<file path="config.mk">
export PLATFORM = sky130hd
export DESIGN_NAME = tap_master
export DESIGN_NICKNAME = d
export VERILOG_FILES = /design/src/rtl/tap_master_pkg.sv /design/src/rtl/tap_master.sv
export SDC_FILE = /design/constraint.sdc
export NUM_CORES = 1
export LEC_CHECK = 0
export ABC_AREA = 1
export ABC_CLOCK_PERIOD_IN_PS = 2750
export BUFFER_PORTS_ARGS = -buffer_cell sky130_fd_sc_hd__buf_2
export CORE_MARGIN = 8
export CORE_UTILIZATION = 58
export DETAILED_ROUTE_END_ITERATION = 8
export GPL_ROUTABILITY_DRIVEN = 0
export MAX_ROUTING_LAYER = met4
export PLACE_DENSITY_LB_ADDON = 0.2
export RECOVER_POWER = 25
export SKIP_CTS_REPAIR_TIMING = 1
export SYNTH_ARGS = -nofsm -noshare
export SYNTH_HDL_FRONTEND = slang
export SYNTH_SLANG_ARGS = --single-unit
</file>
<file path="constraint.sdc">
create_clock -name pclk -period 2.75 [get_ports pclk]
set_input_delay 0.55 -clock pclk [delete_from_list [all_inputs] [get_ports pclk]]
set_output_delay 0.55 -clock pclk [all_outputs]
set_load 0.02 [all_outputs]
</file>
<file path="src/rtl/tap_master_pkg.sv">
// Package: register map, fields, modes and counts of the scan port master
package tap_master_pkg;
  localparam logic [7:0] CTRL_OFS    = 8'h00;
  localparam logic [7:0] CFGB_OFS    = 8'h04;
  localparam logic [7:0] STAT_OFS    = 8'h08;
  localparam logic [7:0] CMD_OFS     = 8'h0C;
  localparam logic [7:0] TDOBUF_OFS  = 8'h10;
  localparam logic [7:0] TDIBUF_OFS  = 8'h14;
  localparam logic [7:0] PIN_OFS     = 8'h18;
  localparam logic [7:0] IRQ_OFS     = 8'h1C;
  localparam logic [7:0] MASK_OFS    = 8'h20;
  // Control register: divisor [7:0], mode [9:8], trst level [10]
  localparam int         DIV_LSB     = 0;
  localparam int         MODE_LSB    = 8;
  localparam int         TRST_BIT    = 10;
  localparam logic [10:0] CTRL_RST   = 11'h401;
  // Second configuration register: retime delay [3:0]
  localparam int         RETIME_DELAY_FIELD_LSB    = 0;
  localparam logic [3:0] CFGB_RST    = 4'h0;
  // Status bits
  localparam int         ST_TDI_RDY  = 7;
  localparam int         ST_TDO_FULL = 6;
  localparam int         ST_BUSY     = 5;
  // Command: byte count [7:0], finish with exit [8]
  localparam int         CMD_EXIT    = 8;
  // Manual pin control bits
  localparam int         PIN_TDO     = 0;
  localparam int         PIN_TMS     = 1;
  localparam int         PIN_TRST    = 2;
  localparam int         PIN_TDI     = 3;
  localparam logic [2:0] PIN_RST     = 3'h4;
  // Interrupt bits
  localparam int         IRQ_TDI     = 0;
  localparam int         IRQ_DONE    = 1;
  localparam logic [2:0] OUTST_MAX   = 3'h4;
  localparam logic [1:0] CRST_TCK    = 2'h3;
  typedef enum logic [1:0] {
    MODE_GATED    = 2'h0,
    MODE_FREE     = 2'h1,
    MODE_DISCRETE = 2'h2
  } tck_mode_t;
  typedef enum logic [4:0] {
    ST_IDLE  = 5'b00001,
    ST_SHIFT = 5'b00010,
    ST_PAUSE = 5'b00100,
    ST_FLUSH = 5'b01000,
    ST_CRST  = 5'b10000
  } eng_state_t;
endpackage

</file>
<file path="src/rtl/tap_master.sv">
// Scan port master: APB registers, TCK generator, byte scan engine, pin mode
//
// Implementation choices: the APB slave port and the address map.
`timescale 1ns/1ps
`default_nettype none
module tap_master (
  input  wire logic        pclk,
  input  wire logic        presetn,
  input  wire logic        psel,
  input  wire logic        penable,
  input  wire logic        pwrite,
  input  wire logic [7:0]  paddr,
  input  wire logic [31:0] pwdata,
  output logic      [31:0] prdata,
  output logic             pready,
  output logic             pslverr,
  output logic             irq,
  output logic             tck,
  output logic             tms,
  output logic             tdo,
  output logic             trst_n,
  input  wire logic        tdi
);

  ////////////////////////////////////////////////////////////////////////////
  logic [10:0]                 ctrl_q;
  logic [3:0]                  retime_delay_field_q;
  logic [2:0]                  pin_q;
  logic [1:0]                  irq_stat_q;
  logic [1:0]                  irq_mask_q;
  logic [7:0]                  tdo_buf_q;
  logic                        tdo_full_q;
  logic [7:0]                  tdi_buf_q;
  logic                        tdi_full_q;
  logic [2:0]                  outst_q;
  logic                        ok_q;
  logic [31:0]                 prdata_q;
  logic                        tdi_s1_q;
  logic                        tdi_s2_q;
  logic [7:0]                  div_cnt_q;
  logic                        tck_q;
  logic                        tms_q;
  logic                        tdo_q;
  tap_master_pkg::eng_state_t  state_q;
  logic [8:0]                  bytes_q;
  logic                        exit_q;
  logic [7:0]                  tx_sr_q;
  logic [3:0]                  tx_left_q;
  logic [1:0]                  pstep_q;
  logic [14:0]                 vld_sr_q;
  logic [7:0]                  rx_sr_q;
  logic [2:0]                  rx_cnt_q;
  logic [1:0]                  crst_q;

  tap_master_pkg::tck_mode_t   mode;
  logic                        discrete;
  logic                        acc;
  logic                        wr;
  logic                        rd;
  logic                        mapped;
  logic                        cond;
  logic [31:0]                 rdmux;
  logic                        tick;
  logic                        rise;
  logic                        fall;
  logic                        run;
  logic                        stall_rx;
  logic                        shift_now;
  logic                        take;
  logic                        rx_done;
  logic                        load;
  logic                        cmd_go;
  logic                        busy;

  assign mode     = tap_master_pkg::tck_mode_t'(ctrl_q[tap_master_pkg::MODE_LSB +: 2]);
  assign discrete = (mode == tap_master_pkg::MODE_DISCRETE);
  assign busy     = (state_q != tap_master_pkg::ST_IDLE);
  assign acc      = psel & penable & pready;
  assign wr       = acc & pwrite;
  assign rd       = acc & ~pwrite;
  assign cmd_go   = wr & (paddr == tap_master_pkg::CMD_OFS);

  ////////////////////////////////////////////////////////////////////////////
  // APB slave
  always_comb begin
    mapped = 1'b1;
    cond   = 1'b1;
    rdmux  = 32'h0000_0000;
    unique case (paddr)
      tap_master_pkg::CTRL_OFS:   rdmux[10:0] = ctrl_q;
      tap_master_pkg::CFGB_OFS:   rdmux[3:0] = retime_delay_field_q;
      tap_master_pkg::STAT_OFS: begin
        rdmux[tap_master_pkg::ST_TDI_RDY]  = tdi_full_q;
        rdmux[tap_master_pkg::ST_TDO_FULL] = tdo_full_q;
        rdmux[tap_master_pkg::ST_BUSY]     = busy;
      end
      tap_master_pkg::CMD_OFS:    cond = ~pwrite | ~busy;
      tap_master_pkg::TDOBUF_OFS: begin
        cond = ~pwrite | (~tdo_full_q & ~((retime_delay_field_q != 4'h0) &
               (outst_q == tap_master_pkg::OUTST_MAX)));
      end
      tap_master_pkg::TDIBUF_OFS: begin
        cond        = pwrite | tdi_full_q;
        rdmux[7:0]  = tdi_buf_q;
      end
      tap_master_pkg::PIN_OFS: begin
        rdmux[2:0]                     = pin_q;
        rdmux[tap_master_pkg::PIN_TDI] = tdi_s2_q;
      end
      tap_master_pkg::IRQ_OFS:    rdmux[1:0] = irq_stat_q;
      tap_master_pkg::MASK_OFS:   rdmux[1:0] = irq_mask_q;
      default:                    mapped = 1'b0;
    endcase
  end

  // Decision is taken a cycle ahead so data and ready come from flops together;
  // it depends only on buffer, backlog and busy state, never on where TCK stands.
  always_ff @(posedge pclk or negedge presetn) begin
    if (!presetn) begin
      ok_q     <= 1'b0;
      prdata_q <= 32'h0000_0000;
    end else begin
      ok_q     <= psel & ~(penable & pready) & cond;
      prdata_q <= rdmux;
    end
  end

  // Conditions only ever relax while an access waits, so ready never falls
  assign pready  = penable & ok_q;
  assign prdata  = prdata_q;
  assign pslverr = psel & penable & ~mapped;

  always_ff @(posedge pclk or negedge presetn) begin
    if (!presetn) begin
      ctrl_q     <= tap_master_pkg::CTRL_RST;
      retime_delay_field_q     <= tap_master_pkg::CFGB_RST;
      irq_mask_q <= 2'h0;
    end else if (wr) begin
      if (paddr == tap_master_pkg::CTRL_OFS) ctrl_q <= pwdata[10:0];
      if (paddr == tap_master_pkg::CFGB_OFS) retime_delay_field_q <= pwdata[tap_master_pkg::RETIME_DELAY_FIELD_LSB +: 4];
      if (paddr == tap_master_pkg::MASK_OFS) irq_mask_q <= pwdata[1:0];
    end
  end

  ////////////////////////////////////////////////////////////////////////////
  // Interrupts: a new event wins over a clear in the same cycle
  always_ff @(posedge pclk or negedge presetn) begin
    if (!presetn) begin
      irq_stat_q <= 2'h0;
    end else begin
      if (wr && paddr == tap_master_pkg::IRQ_OFS) irq_stat_q <= irq_stat_q & ~pwdata[1:0];
      if (rx_done) irq_stat_q[tap_master_pkg::IRQ_TDI] <= 1'b1;
      if (state_q == tap_master_pkg::ST_CRST && crst_q == 2'h0 && rise) begin
        irq_stat_q[tap_master_pkg::IRQ_DONE] <= 1'b1;
      end
    end
  end
  assign irq = |(irq_stat_q & irq_mask_q);

  ////////////////////////////////////////////////////////////////////////////
  // TDI pin synchroniser
  always_ff @(posedge pclk or negedge presetn) begin
    if (!presetn) begin
      tdi_s1_q <= 1'b0;
      tdi_s2_q <= 1'b0;
    end else begin
      tdi_s1_q <= tdi;
      tdi_s2_q <= tdi_s1_q;
    end
  end

  ////////////////////////////////////////////////////////////////////////////
  // TCK generator: half period is divisor+1 clock cycles; a lowered divisor acts at once
  assign tick = (div_cnt_q >= ctrl_q[tap_master_pkg::DIV_LSB +: 8]);

  always_ff @(posedge pclk or negedge presetn) begin
    if (!presetn) begin
      div_cnt_q <= 8'h00;
    end else if (tick || (load && mode == tap_master_pkg::MODE_GATED)) begin
      // Stopped gated TCK restarts its low half at a load, so TDO settles before the rise
      div_cnt_q <= 8'h00;
    end else begin
      div_cnt_q <= div_cnt_q + 8'h01;
    end
  end

  // Holding TCK rather than losing a byte when the host lags on reads
  assign stall_rx = tdi_full_q & (rx_cnt_q == 3'h7);
  always_comb begin
    run = 1'b0;
    if (!discrete && !stall_rx) begin
      if (mode == tap_master_pkg::MODE_FREE) begin
        run = 1'b1;
      end else begin
        run = busy & ~(state_q == tap_master_pkg::ST_SHIFT && tx_left_q == 4'h0);
      end
    end
  end
  assign rise = tick & ~tck_q & run;
  assign fall = tick & tck_q & ~discrete;

  always_ff @(posedge pclk or negedge presetn) begin
    if (!presetn) begin
      tck_q <= 1'b0;
    end else if (discrete) begin
      if (acc && paddr == tap_master_pkg::PIN_OFS) tck_q <= ~pwrite;
    end else if (rise) begin
      tck_q <= 1'b1;
    end else if (fall) begin
      tck_q <= 1'b0;
    end
  end

  ////////////////////////////////////////////////////////////////////////////
  // Host buffers
  assign load = (state_q == tap_master_pkg::ST_SHIFT) & ~tck_q & (tx_left_q == 4'h0) &
                tdo_full_q;

  always_ff @(posedge pclk or negedge presetn) begin
    if (!presetn) begin
      tdo_buf_q  <= 8'h00;
      tdo_full_q <= 1'b0;
    end else if (wr && paddr == tap_master_pkg::TDOBUF_OFS) begin
      tdo_buf_q  <= pwdata[7:0];
      tdo_full_q <= 1'b1;
    end else if (load) begin
      tdo_full_q <= 1'b0;
    end
  end

  always_ff @(posedge pclk or negedge presetn) begin
    if (!presetn) begin
      tdi_buf_q  <= 8'h00;
      tdi_full_q <= 1'b0;
    end else if (rx_done) begin
      tdi_buf_q  <= {tdi_s2_q, rx_sr_q[7:1]};
      tdi_full_q <= 1'b1;
    end else if (rd && paddr == tap_master_pkg::TDIBUF_OFS) begin
      tdi_full_q <= 1'b0;
    end
  end

  always_ff @(posedge pclk or negedge presetn) begin
    if (!presetn) begin
      outst_q <= 3'h0;
    end else begin
      unique case ({wr && paddr == tap_master_pkg::TDOBUF_OFS,
                    rd && paddr == tap_master_pkg::TDIBUF_OFS && outst_q != 3'h0})
        2'b10:   outst_q <= outst_q + 3'h1;
        2'b01:   outst_q <= outst_q - 3'h1;
        default: outst_q <= outst_q;
      endcase
    end
  end

  ////////////////////////////////////////////////////////////////////////////
  // Manual pin register
  always_ff @(posedge pclk or negedge presetn) begin
    if (!presetn) begin
      pin_q <= tap_master_pkg::PIN_RST;
    end else if (wr && paddr == tap_master_pkg::PIN_OFS) begin
      pin_q <= pwdata[2:0];
    end
  end

  assign tdo    = discrete ? pin_q[tap_master_pkg::PIN_TDO] : tdo_q;
  assign tms    = discrete ? pin_q[tap_master_pkg::PIN_TMS] : tms_q;
  assign trst_n = discrete ? pin_q[tap_master_pkg::PIN_TRST] : ctrl_q[tap_master_pkg::TRST_BIT];
  assign tck    = tck_q;

  ////////////////////////////////////////////////////////////////////////////
  // Scan engine
  assign shift_now = rise & (state_q == tap_master_pkg::ST_SHIFT) & (tx_left_q != 4'h0);
  // Each TDI sample belongs to the bit launched retime-delay rises earlier
  assign take      = rise & ((retime_delay_field_q == 4'h0) ? shift_now : vld_sr_q[retime_delay_field_q - 4'h1]);
  assign rx_done   = take & (rx_cnt_q == 3'h7);

  always_ff @(posedge pclk or negedge presetn) begin
    if (!presetn) begin
      vld_sr_q <= 15'h0000;
      rx_sr_q  <= 8'h00;
      rx_cnt_q <= 3'h0;
    end else begin
      if (rise) vld_sr_q <= {vld_sr_q[13:0], shift_now};
      if (take) begin
        rx_sr_q  <= {tdi_s2_q, rx_sr_q[7:1]};
        rx_cnt_q <= rx_cnt_q + 3'h1;
      end
    end
  end

  always_ff @(posedge pclk or negedge presetn) begin
    if (!presetn) begin
      state_q   <= tap_master_pkg::ST_IDLE;
      bytes_q   <= 9'h000;
      exit_q    <= 1'b0;
      tx_sr_q   <= 8'h00;
      tx_left_q <= 4'h0;
      pstep_q   <= 2'h0;
      crst_q    <= 2'h0;
      tms_q     <= 1'b0;
      tdo_q     <= 1'b0;
    end else begin
      unique case (state_q)
        tap_master_pkg::ST_IDLE: begin
          if (cmd_go) begin
            bytes_q   <= {1'b0, pwdata[7:0]};
            exit_q    <= pwdata[tap_master_pkg::CMD_EXIT];
            tx_left_q <= 4'h0;
            state_q   <= (pwdata[7:0] == 8'h00) ? tap_master_pkg::ST_CRST :
                         tap_master_pkg::ST_SHIFT;
            crst_q    <= tap_master_pkg::CRST_TCK;
          end
        end
        tap_master_pkg::ST_SHIFT: begin
          if (load) begin
            tx_sr_q   <= tdo_buf_q;
            tdo_q     <= tdo_buf_q[0];
            tx_left_q <= 4'h8;
            bytes_q   <= bytes_q - 9'h001;
            tms_q     <= 1'b0;
          end else if (fall && tx_left_q != 4'h0) begin
            tdo_q <= tx_sr_q[0];
            // Free TCK cannot stall for TDO data, so leave shift before running dry
            tms_q <= (tx_left_q == 4'h1) &
                     (((bytes_q == 9'h000) & exit_q) |
                      ((mode == tap_master_pkg::MODE_FREE) & (bytes_q != 9'h000) &
                       ~tdo_full_q));
          end else if (shift_now) begin
            tx_sr_q   <= {1'b0, tx_sr_q[7:1]};
            tx_left_q <= tx_left_q - 4'h1;
            if (tx_left_q == 4'h1 && bytes_q == 9'h000) begin
              state_q <= tap_master_pkg::ST_FLUSH;
            end else if (tx_left_q == 4'h1 && tms_q) begin
              state_q <= tap_master_pkg::ST_PAUSE;
              pstep_q <= 2'h0;
            end
          end
        end
        tap_master_pkg::ST_PAUSE: begin
          // Exit1 then Pause until data, then Exit2 and back to Shift
          if (fall) begin
            tms_q <= (pstep_q == 2'h0) & tdo_full_q;
            if (pstep_q == 2'h0 && tdo_full_q) pstep_q <= 2'h1;
          end else if (rise && pstep_q == 2'h1) begin
            pstep_q <= 2'h2;
          end else if (rise && pstep_q == 2'h2) begin
            state_q <= tap_master_pkg::ST_SHIFT;
          end
        end
        tap_master_pkg::ST_FLUSH: begin
          // Keep clocking until every delayed TDI bit has been caught
          if (fall) tms_q <= 1'b0;
          if (rise && vld_sr_q == 15'h0000) begin
            state_q <= tap_master_pkg::ST_CRST;
            crst_q  <= tap_master_pkg::CRST_TCK;
          end
        end
        tap_master_pkg::ST_CRST: begin
          if (rise) begin
            if (crst_q == 2'h0) begin
              state_q <= tap_master_pkg::ST_IDLE;
            end else begin
              crst_q <= crst_q - 2'h1;
            end
          end
        end
        default: state_q <= tap_master_pkg::ST_IDLE;
      endcase
    end
  end

endmodule
`default_nettype wire

</file>
; After elaboration in Yosys (flattened, before gate mapping)
; Cells that the tools add are included.
[totals]
reg_bits = 125
[op_classes]
n_bitwise = 46
magnitude_cmp = 2
mux = 73
eq_ne = 47
reduce_logical = 61
add_sub_neg = 8
[op_table]
columns = operator, n
row1 = $mux W5, 13
row2 = $eq A8 B5 Y1 const B, 4
row3 = $mux W8, 4
row4 = $and A1 B1 Y1, 30
row5 = $ne A2 B2 Y1 const B, 15
row6 = $mux W2, 13
row7 = $pmux W5 S5, 1
row8 = $mux W1, 23
row9 = $logic_and A1 B1 Y1, 18
row10 = $mux W9, 2
row11 = $pmux W9 S2, 1
row12 = $reduce_bool A2 Y1, 9
row13 = $eq A8 B4 Y1 const B, 2
row14 = $logic_not A8 Y1, 2
row15 = $mux W4, 4
row16 = $logic_not A15 Y1, 1
row17 = $ne A3 B3 Y1 const B, 4
row18 = $pmux W2 S6, 1
row19 = $reduce_and A2 Y1, 6
row20 = $reduce_bool A3 Y1, 4
row21 = $reduce_and A11 Y1, 1
row22 = $logic_not A9 Y1, 1
row23 = $not A1 Y1, 9
row24 = $pmux W3 S3, 1
row25 = 47 further kinds, 68

; Logic depth before layout (Yosys ltp)
[depth]
depth_word = 13
ltp_mapped = 15

; Worst setup path after synthesis
; No wires, ideal clock.
[synth_timing]
path_kind = in2reg
from = input paddr[1]
to = register outst_q[2]
path_buffers = 0
path_slack_ns = 0.186
setup_ns = 0.131
stages = 13
arrival_ns = 2.433
cell_sequence = nor2_1 > nand2_1 > nor2_1 > inv_1 > nor2_2 > nand2_1 > a211oi_1 > ha_1 > inv_1 > fa_1 > a21oi_1 > o21ai_0 > xor2_1
[synth_between]
elab_chain_cells = 5
[synth_lines]
columns = item, line_no
row1 = "start, declared", tap_master.sv:12  ; input wire logic [7:0] paddr,
row2 = $eq A8 B5 Y1, tap_master.sv:248  ; rd && paddr == tap_master_pkg::TDIBUF_OFS && outst_q != 3'h0})
row3 = $logic_and A1 B1 Y1 (2 in series), tap_master.sv:248
row4 = $eq A2 B1 Y1 / $eq A2 B2 Y1 (equally long branches), tap_master.sv:247  ; unique case ({wr && paddr == tap_master_pkg::TDOBUF_OFS,
row5 = $pmux W3 S2 / $reduce_bool A2 Y1 (equally long branches), --
row6 = "end signal, assigned", tap_master.sv:249  ; 2'b10: outst_q <= outst_q + 3'h1;
row7 = "end signal, assigned", tap_master.sv:250  ; 2'b01: outst_q <= outst_q - 3'h1;
row8 = "end signal, assigned", tap_master.sv:251  ; default: outst_q <= outst_q;
row9 = "end, declared", tap_master.sv:35  ; logic [2:0] outst_q;
; Several ways; a longest one is shown, not always the timed one.
; A chain may end at the register's enable or synchronous reset.

; Worst setup path in the final report
[layout_timing]
from = register tx_left_q[0]
to = register tx_left_q[3]
[layout_between]
elab_chain_cells = 11
[layout_lines]
columns = item, line_no
row1 = "start, declared", tap_master.sv:48  ; logic [3:0] tx_left_q;
row2 = "start signal, assigned", tap_master.sv:331  ; tx_left_q <= tx_left_q - 4'h1;
row3 = $logic_not A4 Y1, "tap_master.sv:195, tap_master.sv:216"
row4 = $logic_and A1 B1 Y1, tap_master.sv:195  ; run = busy & ~(state_q == tap_master_pkg::ST_SHIFT && tx_left_q == 4'h0);
row5 = $not A1 Y1, tap_master.sv:195
row6 = $and A1 B1 Y1, tap_master.sv:195
row7 = $mux W1, tap_master.sv:192  ; if (mode == tap_master_pkg::MODE_FREE) begin
row8 = $mux W1, tap_master.sv:191  ; if (!discrete && !stall_rx) begin
row9 = $and A1 B1 Y1, tap_master.sv:199  ; assign rise = tick & ~tck_q & run;
row10 = $and A1 B1 Y1 (2 in series), tap_master.sv:273  ; assign shift_now = rise & (state_q == tap_master_pkg::ST_SHIFT) & (tx_left_q != 4'h0);
row11 = $ne A3 B3 Y1 (no line), --
row12 = $reduce_and A4 Y1 (no line), --
; Several ways; a longest one is shown, not always the timed one. The select of a mux whose other input is x is not followed.

==> impl_metrics.env <==
export IMPL_rows=39
export IMPL_ys_flop_type="dfrtp_1"
export IMPL_netlist_instances=799
export IMPL_ant_nets=0
export IMPL_grt_total_usage=0.227
export IMPL_drt_total_wl_mm=15.6
export IMPL_hold_viol=0
export IMPL_ir_drop_v=0.000702
export IMPL_cts_root_buf="clkbuf_16"
export IMPL_hpwl_mm=11.5
export IMPL_die_h_um=122
export IMPL_cts_made_buffers=17
export IMPL_synthDistinctLibCells=50
export IMPL_synth_top_family_by_area="simple AND/OR/NAND/NOR gates"
export IMPL_clk_pin_slew_worst_paths_ps=50
export IMPL_die_x_um=122
export IMPL_worstSetupPathType="reg -> reg"
export IMPL_fin_crit_sh=0.897
export IMPL_cts_buffer_depth=2
export IMPL_grt_max_degree=52
export IMPL_core_um2=11200
export IMPL_cts_tree="done"
export IMPL_synthXorXnorAreaFrac=0.0134
export IMPL_pin_count=85
export IMPL_slew_viol_final=0
export IMPL_grt_ovfl_total=0
export IMPL_worst_r2r_path_depth=12
export IMPL_fin_util=0.664
export IMPL_synth_fa_ha_area_frac=0.0374
export IMPL_finalNetCount=924
export IMPL_worstPathRequired_ps=3080
export IMPL_status="finished clean"
export IMPL_power_density_nw_per_um2=885
export IMPL_avgSynthCellArea_um2=8.20
export IMPL_antenna_found_initial=0
export IMPL_finalPower_mw=6.60
export IMPL_slowest_delay_ps=410
export IMPL_drive_gt1_frac=0.148
export IMPL_route_detailed_drc=0
export IMPL_yosysSeqAreaShare=0.475
export IMPL_insertion_delay_ps=420
export IMPL_yosys_warnings=0
export IMPL_slew_headroom=0.121
export IMPL_cp_end_kind="flop"
export IMPL_final_cells=1015
export IMPL_holdWs_ps=235
export IMPL_timing_fmax_mhz=405
export IMPL_hp_class="in -> reg"
export IMPL_die_area_um2=14900
export IMPL_firstDrtPassIters=5
export IMPL_ys_seq_elements=124
export IMPL_io_buffers=42
export IMPL_path_max_fanout=14
export IMPL_muxShareOfSynthArea=0
export IMPL_vias=5596
export IMPL_area_delta_synth_final_pct=13.8
export IMPL_async_flop_share=1.00
export IMPL_first_iter_violations=538
export IMPL_start_kind="flop"
export IMPL_yosys_area_share_simple=0.238
export IMPL_synth_compound_area_share=0.137
export IMPL_worstHoldPathCells=1
export IMPL_worstMarginPinSlew_ps=1320
export IMPL_htreeDepth=4
export IMPL_diodes=0
export IMPL_synth_edf_count=0
export IMPL_maxCapViolCount=0
export IMPL_grt_pass1_vias=5499
export IMPL_cts_sinks=124
export IMPL_fin_setup_tns_ps=0
export IMPL_cp_cell_sequence="inv_1 > ha_1 > nand3_1 > inv_2 > nand2_2 > nor3_2 > inv_2 > nand2_1 > nand3_1 > nand2_1 > o211ai_1 > o21ai_0"
export IMPL_vias_per_cell=5.51
export IMPL_worstPathArrival_ps=2800
export IMPL_cp_slowest_cell="dfrtp_1"
export IMPL_setup_viol=0
export IMPL_place_inst=983
export IMPL_skew_ps=9.15
export IMPL_grt_pass1_wl_mm=25.8
export IMPL_syn_cell_area_um2=6550
export IMPL_fin_crit_ps=2470
export IMPL_rsz0062_at_grt="no"
export IMPL_initial_core_util=0.584
export IMPL_p_leak_nw=3.67
export IMPL_wl_per_cell_um=15.3
-- worst max-delay path: cells and delay by family (launching register included) --
kind / cells / cell delay (ps)
DFF: 1 / 410
AOI/OAI and AO/OA: 2 / 220
and+or+nand+nor: 6 / 1190
buffers and inverters: 3 / 350
adders and majority gates: 1 / 200
-- registers in the layout, summed over array words and instances, names as in the netlist, 3 cells and up --
signal	flops
ctrl_q	11
rx_cnt_q	3
vld_sr_q	15
tdo_buf_q	8
prdata	11
tdi_buf_q	8
tx_sr_q	8
rx_sr_q	7
div_cnt_q	8
outst_q	3
tx_left_q	4
state_q	5
retime_delay_field_q	4
bytes_q	9
pin_q	3
-- cells by family after synthesis --
family	count (synthesis)
and+or+nand+nor	347
other	1
xor gates and xnor gates	10
buffers and inverters	144
adders and majority gates	19
AOI/OAI and AO/OA	154
DFF	124
-- final timing paths --
kind                              start            to  slack, ps
max                        tx_left_q[0]  tx_left_q[3]        280
max in group asynchronous       presetn  tdi_buf_q[5]        810
max reg2reg                tx_left_q[0]  tx_left_q[3]        280
min reg2reg                    tdi_s1_q      tdi_s2_q        350
min in group asynchronous       presetn  tx_left_q[2]        420
min                                 tdi      tdi_s1_q        230
-- routing by layer --
metal | GRT usage | share of wire | vias to the layer above
met5 | - | 0 | -
met4 | 0.112 | 0.030 | 0
met3 | 0.0589 | 0.066 | 35
met2 | 0.352 | 0.48 | 197
met1 | 0.270 | 0.43 | 2666
li1 | - | - | 2698
-- layout by cell type (no fill, tap or decap), types with 21 or more instances in the layout --
master     n
a21oi_1   21
buf_2     41
conb_1    21
dfrtp_1  120
inv_1     99
nand2_1  193
nand3_1   38
nor2_1    64
o21ai_0   71
o21ai_1   21
-- cell type report --
cell class	count	area [um2]
Tap cell	143	179
Clock inverter	11	120
Clock buffer	21	450
Inverter	107	402
Multi-Input combinational cell	551	2870
Timing Repair Buffer	58	324
Sequential cell	124	3110
Fill cell	933	3770
-- cells in the mapped netlist, types with 2 or more instances --
library cell,n,share of area
o2111ai_1,2,0.0027
dfstp_2,4,0.016
nor2_1,64,0.037
o22ai_1,6,0.0057
o221ai_1,2,0.0027
inv_2,8,0.0046
o211ai_1,6,0.0069
a221oi_1,2,0.0027
xnor2_1,5,0.0067
nor3_2,2,0.0031
nand2_1,193,0.11
nand3_4,2,0.0053
nand2_2,4,0.0038
clkbuf_1,5,0.0029
buf_4,23,0.026
and3_1,2,0.0019
o21ai_0,71,0.054
nor2_4,2,0.0034
nor3b_1,3,0.0034
a31oi_1,9,0.0086
ha_1,18,0.034
dfrtp_1,120,0.46
buf_2,6,0.0046
inv_1,99,0.057
nor2_2,4,0.0038
nand4_1,20,0.019
a21oi_1,21,0.016
nor3_1,5,0.0038
xor2_1,5,0.0067
o21ai_2,8,0.011
buf_6,2,0.0034
nand3_1,38,0.029
o21ai_1,21,0.016
-- where the power goes --
group / total [mW] / switching [mW] / internal (mW)
clock: 2.16 / 0.808 / 1.35
sequential: 2.39 / 0.230 / 2.16
combinational: 2.04 / 1.40 / 0.645
total: 6.60 / 2.44 / 4.16
-- through the flow --
step,setup slack [ps],instance area [um2]
final,283,7450
after global routing,46.7,7450
after CTS,307,7470
after detailed placement,61.9,6900
after global placement,231,6900
after floorplan,186,6620
No activity file was read; power rests on OpenSTA's default activity.
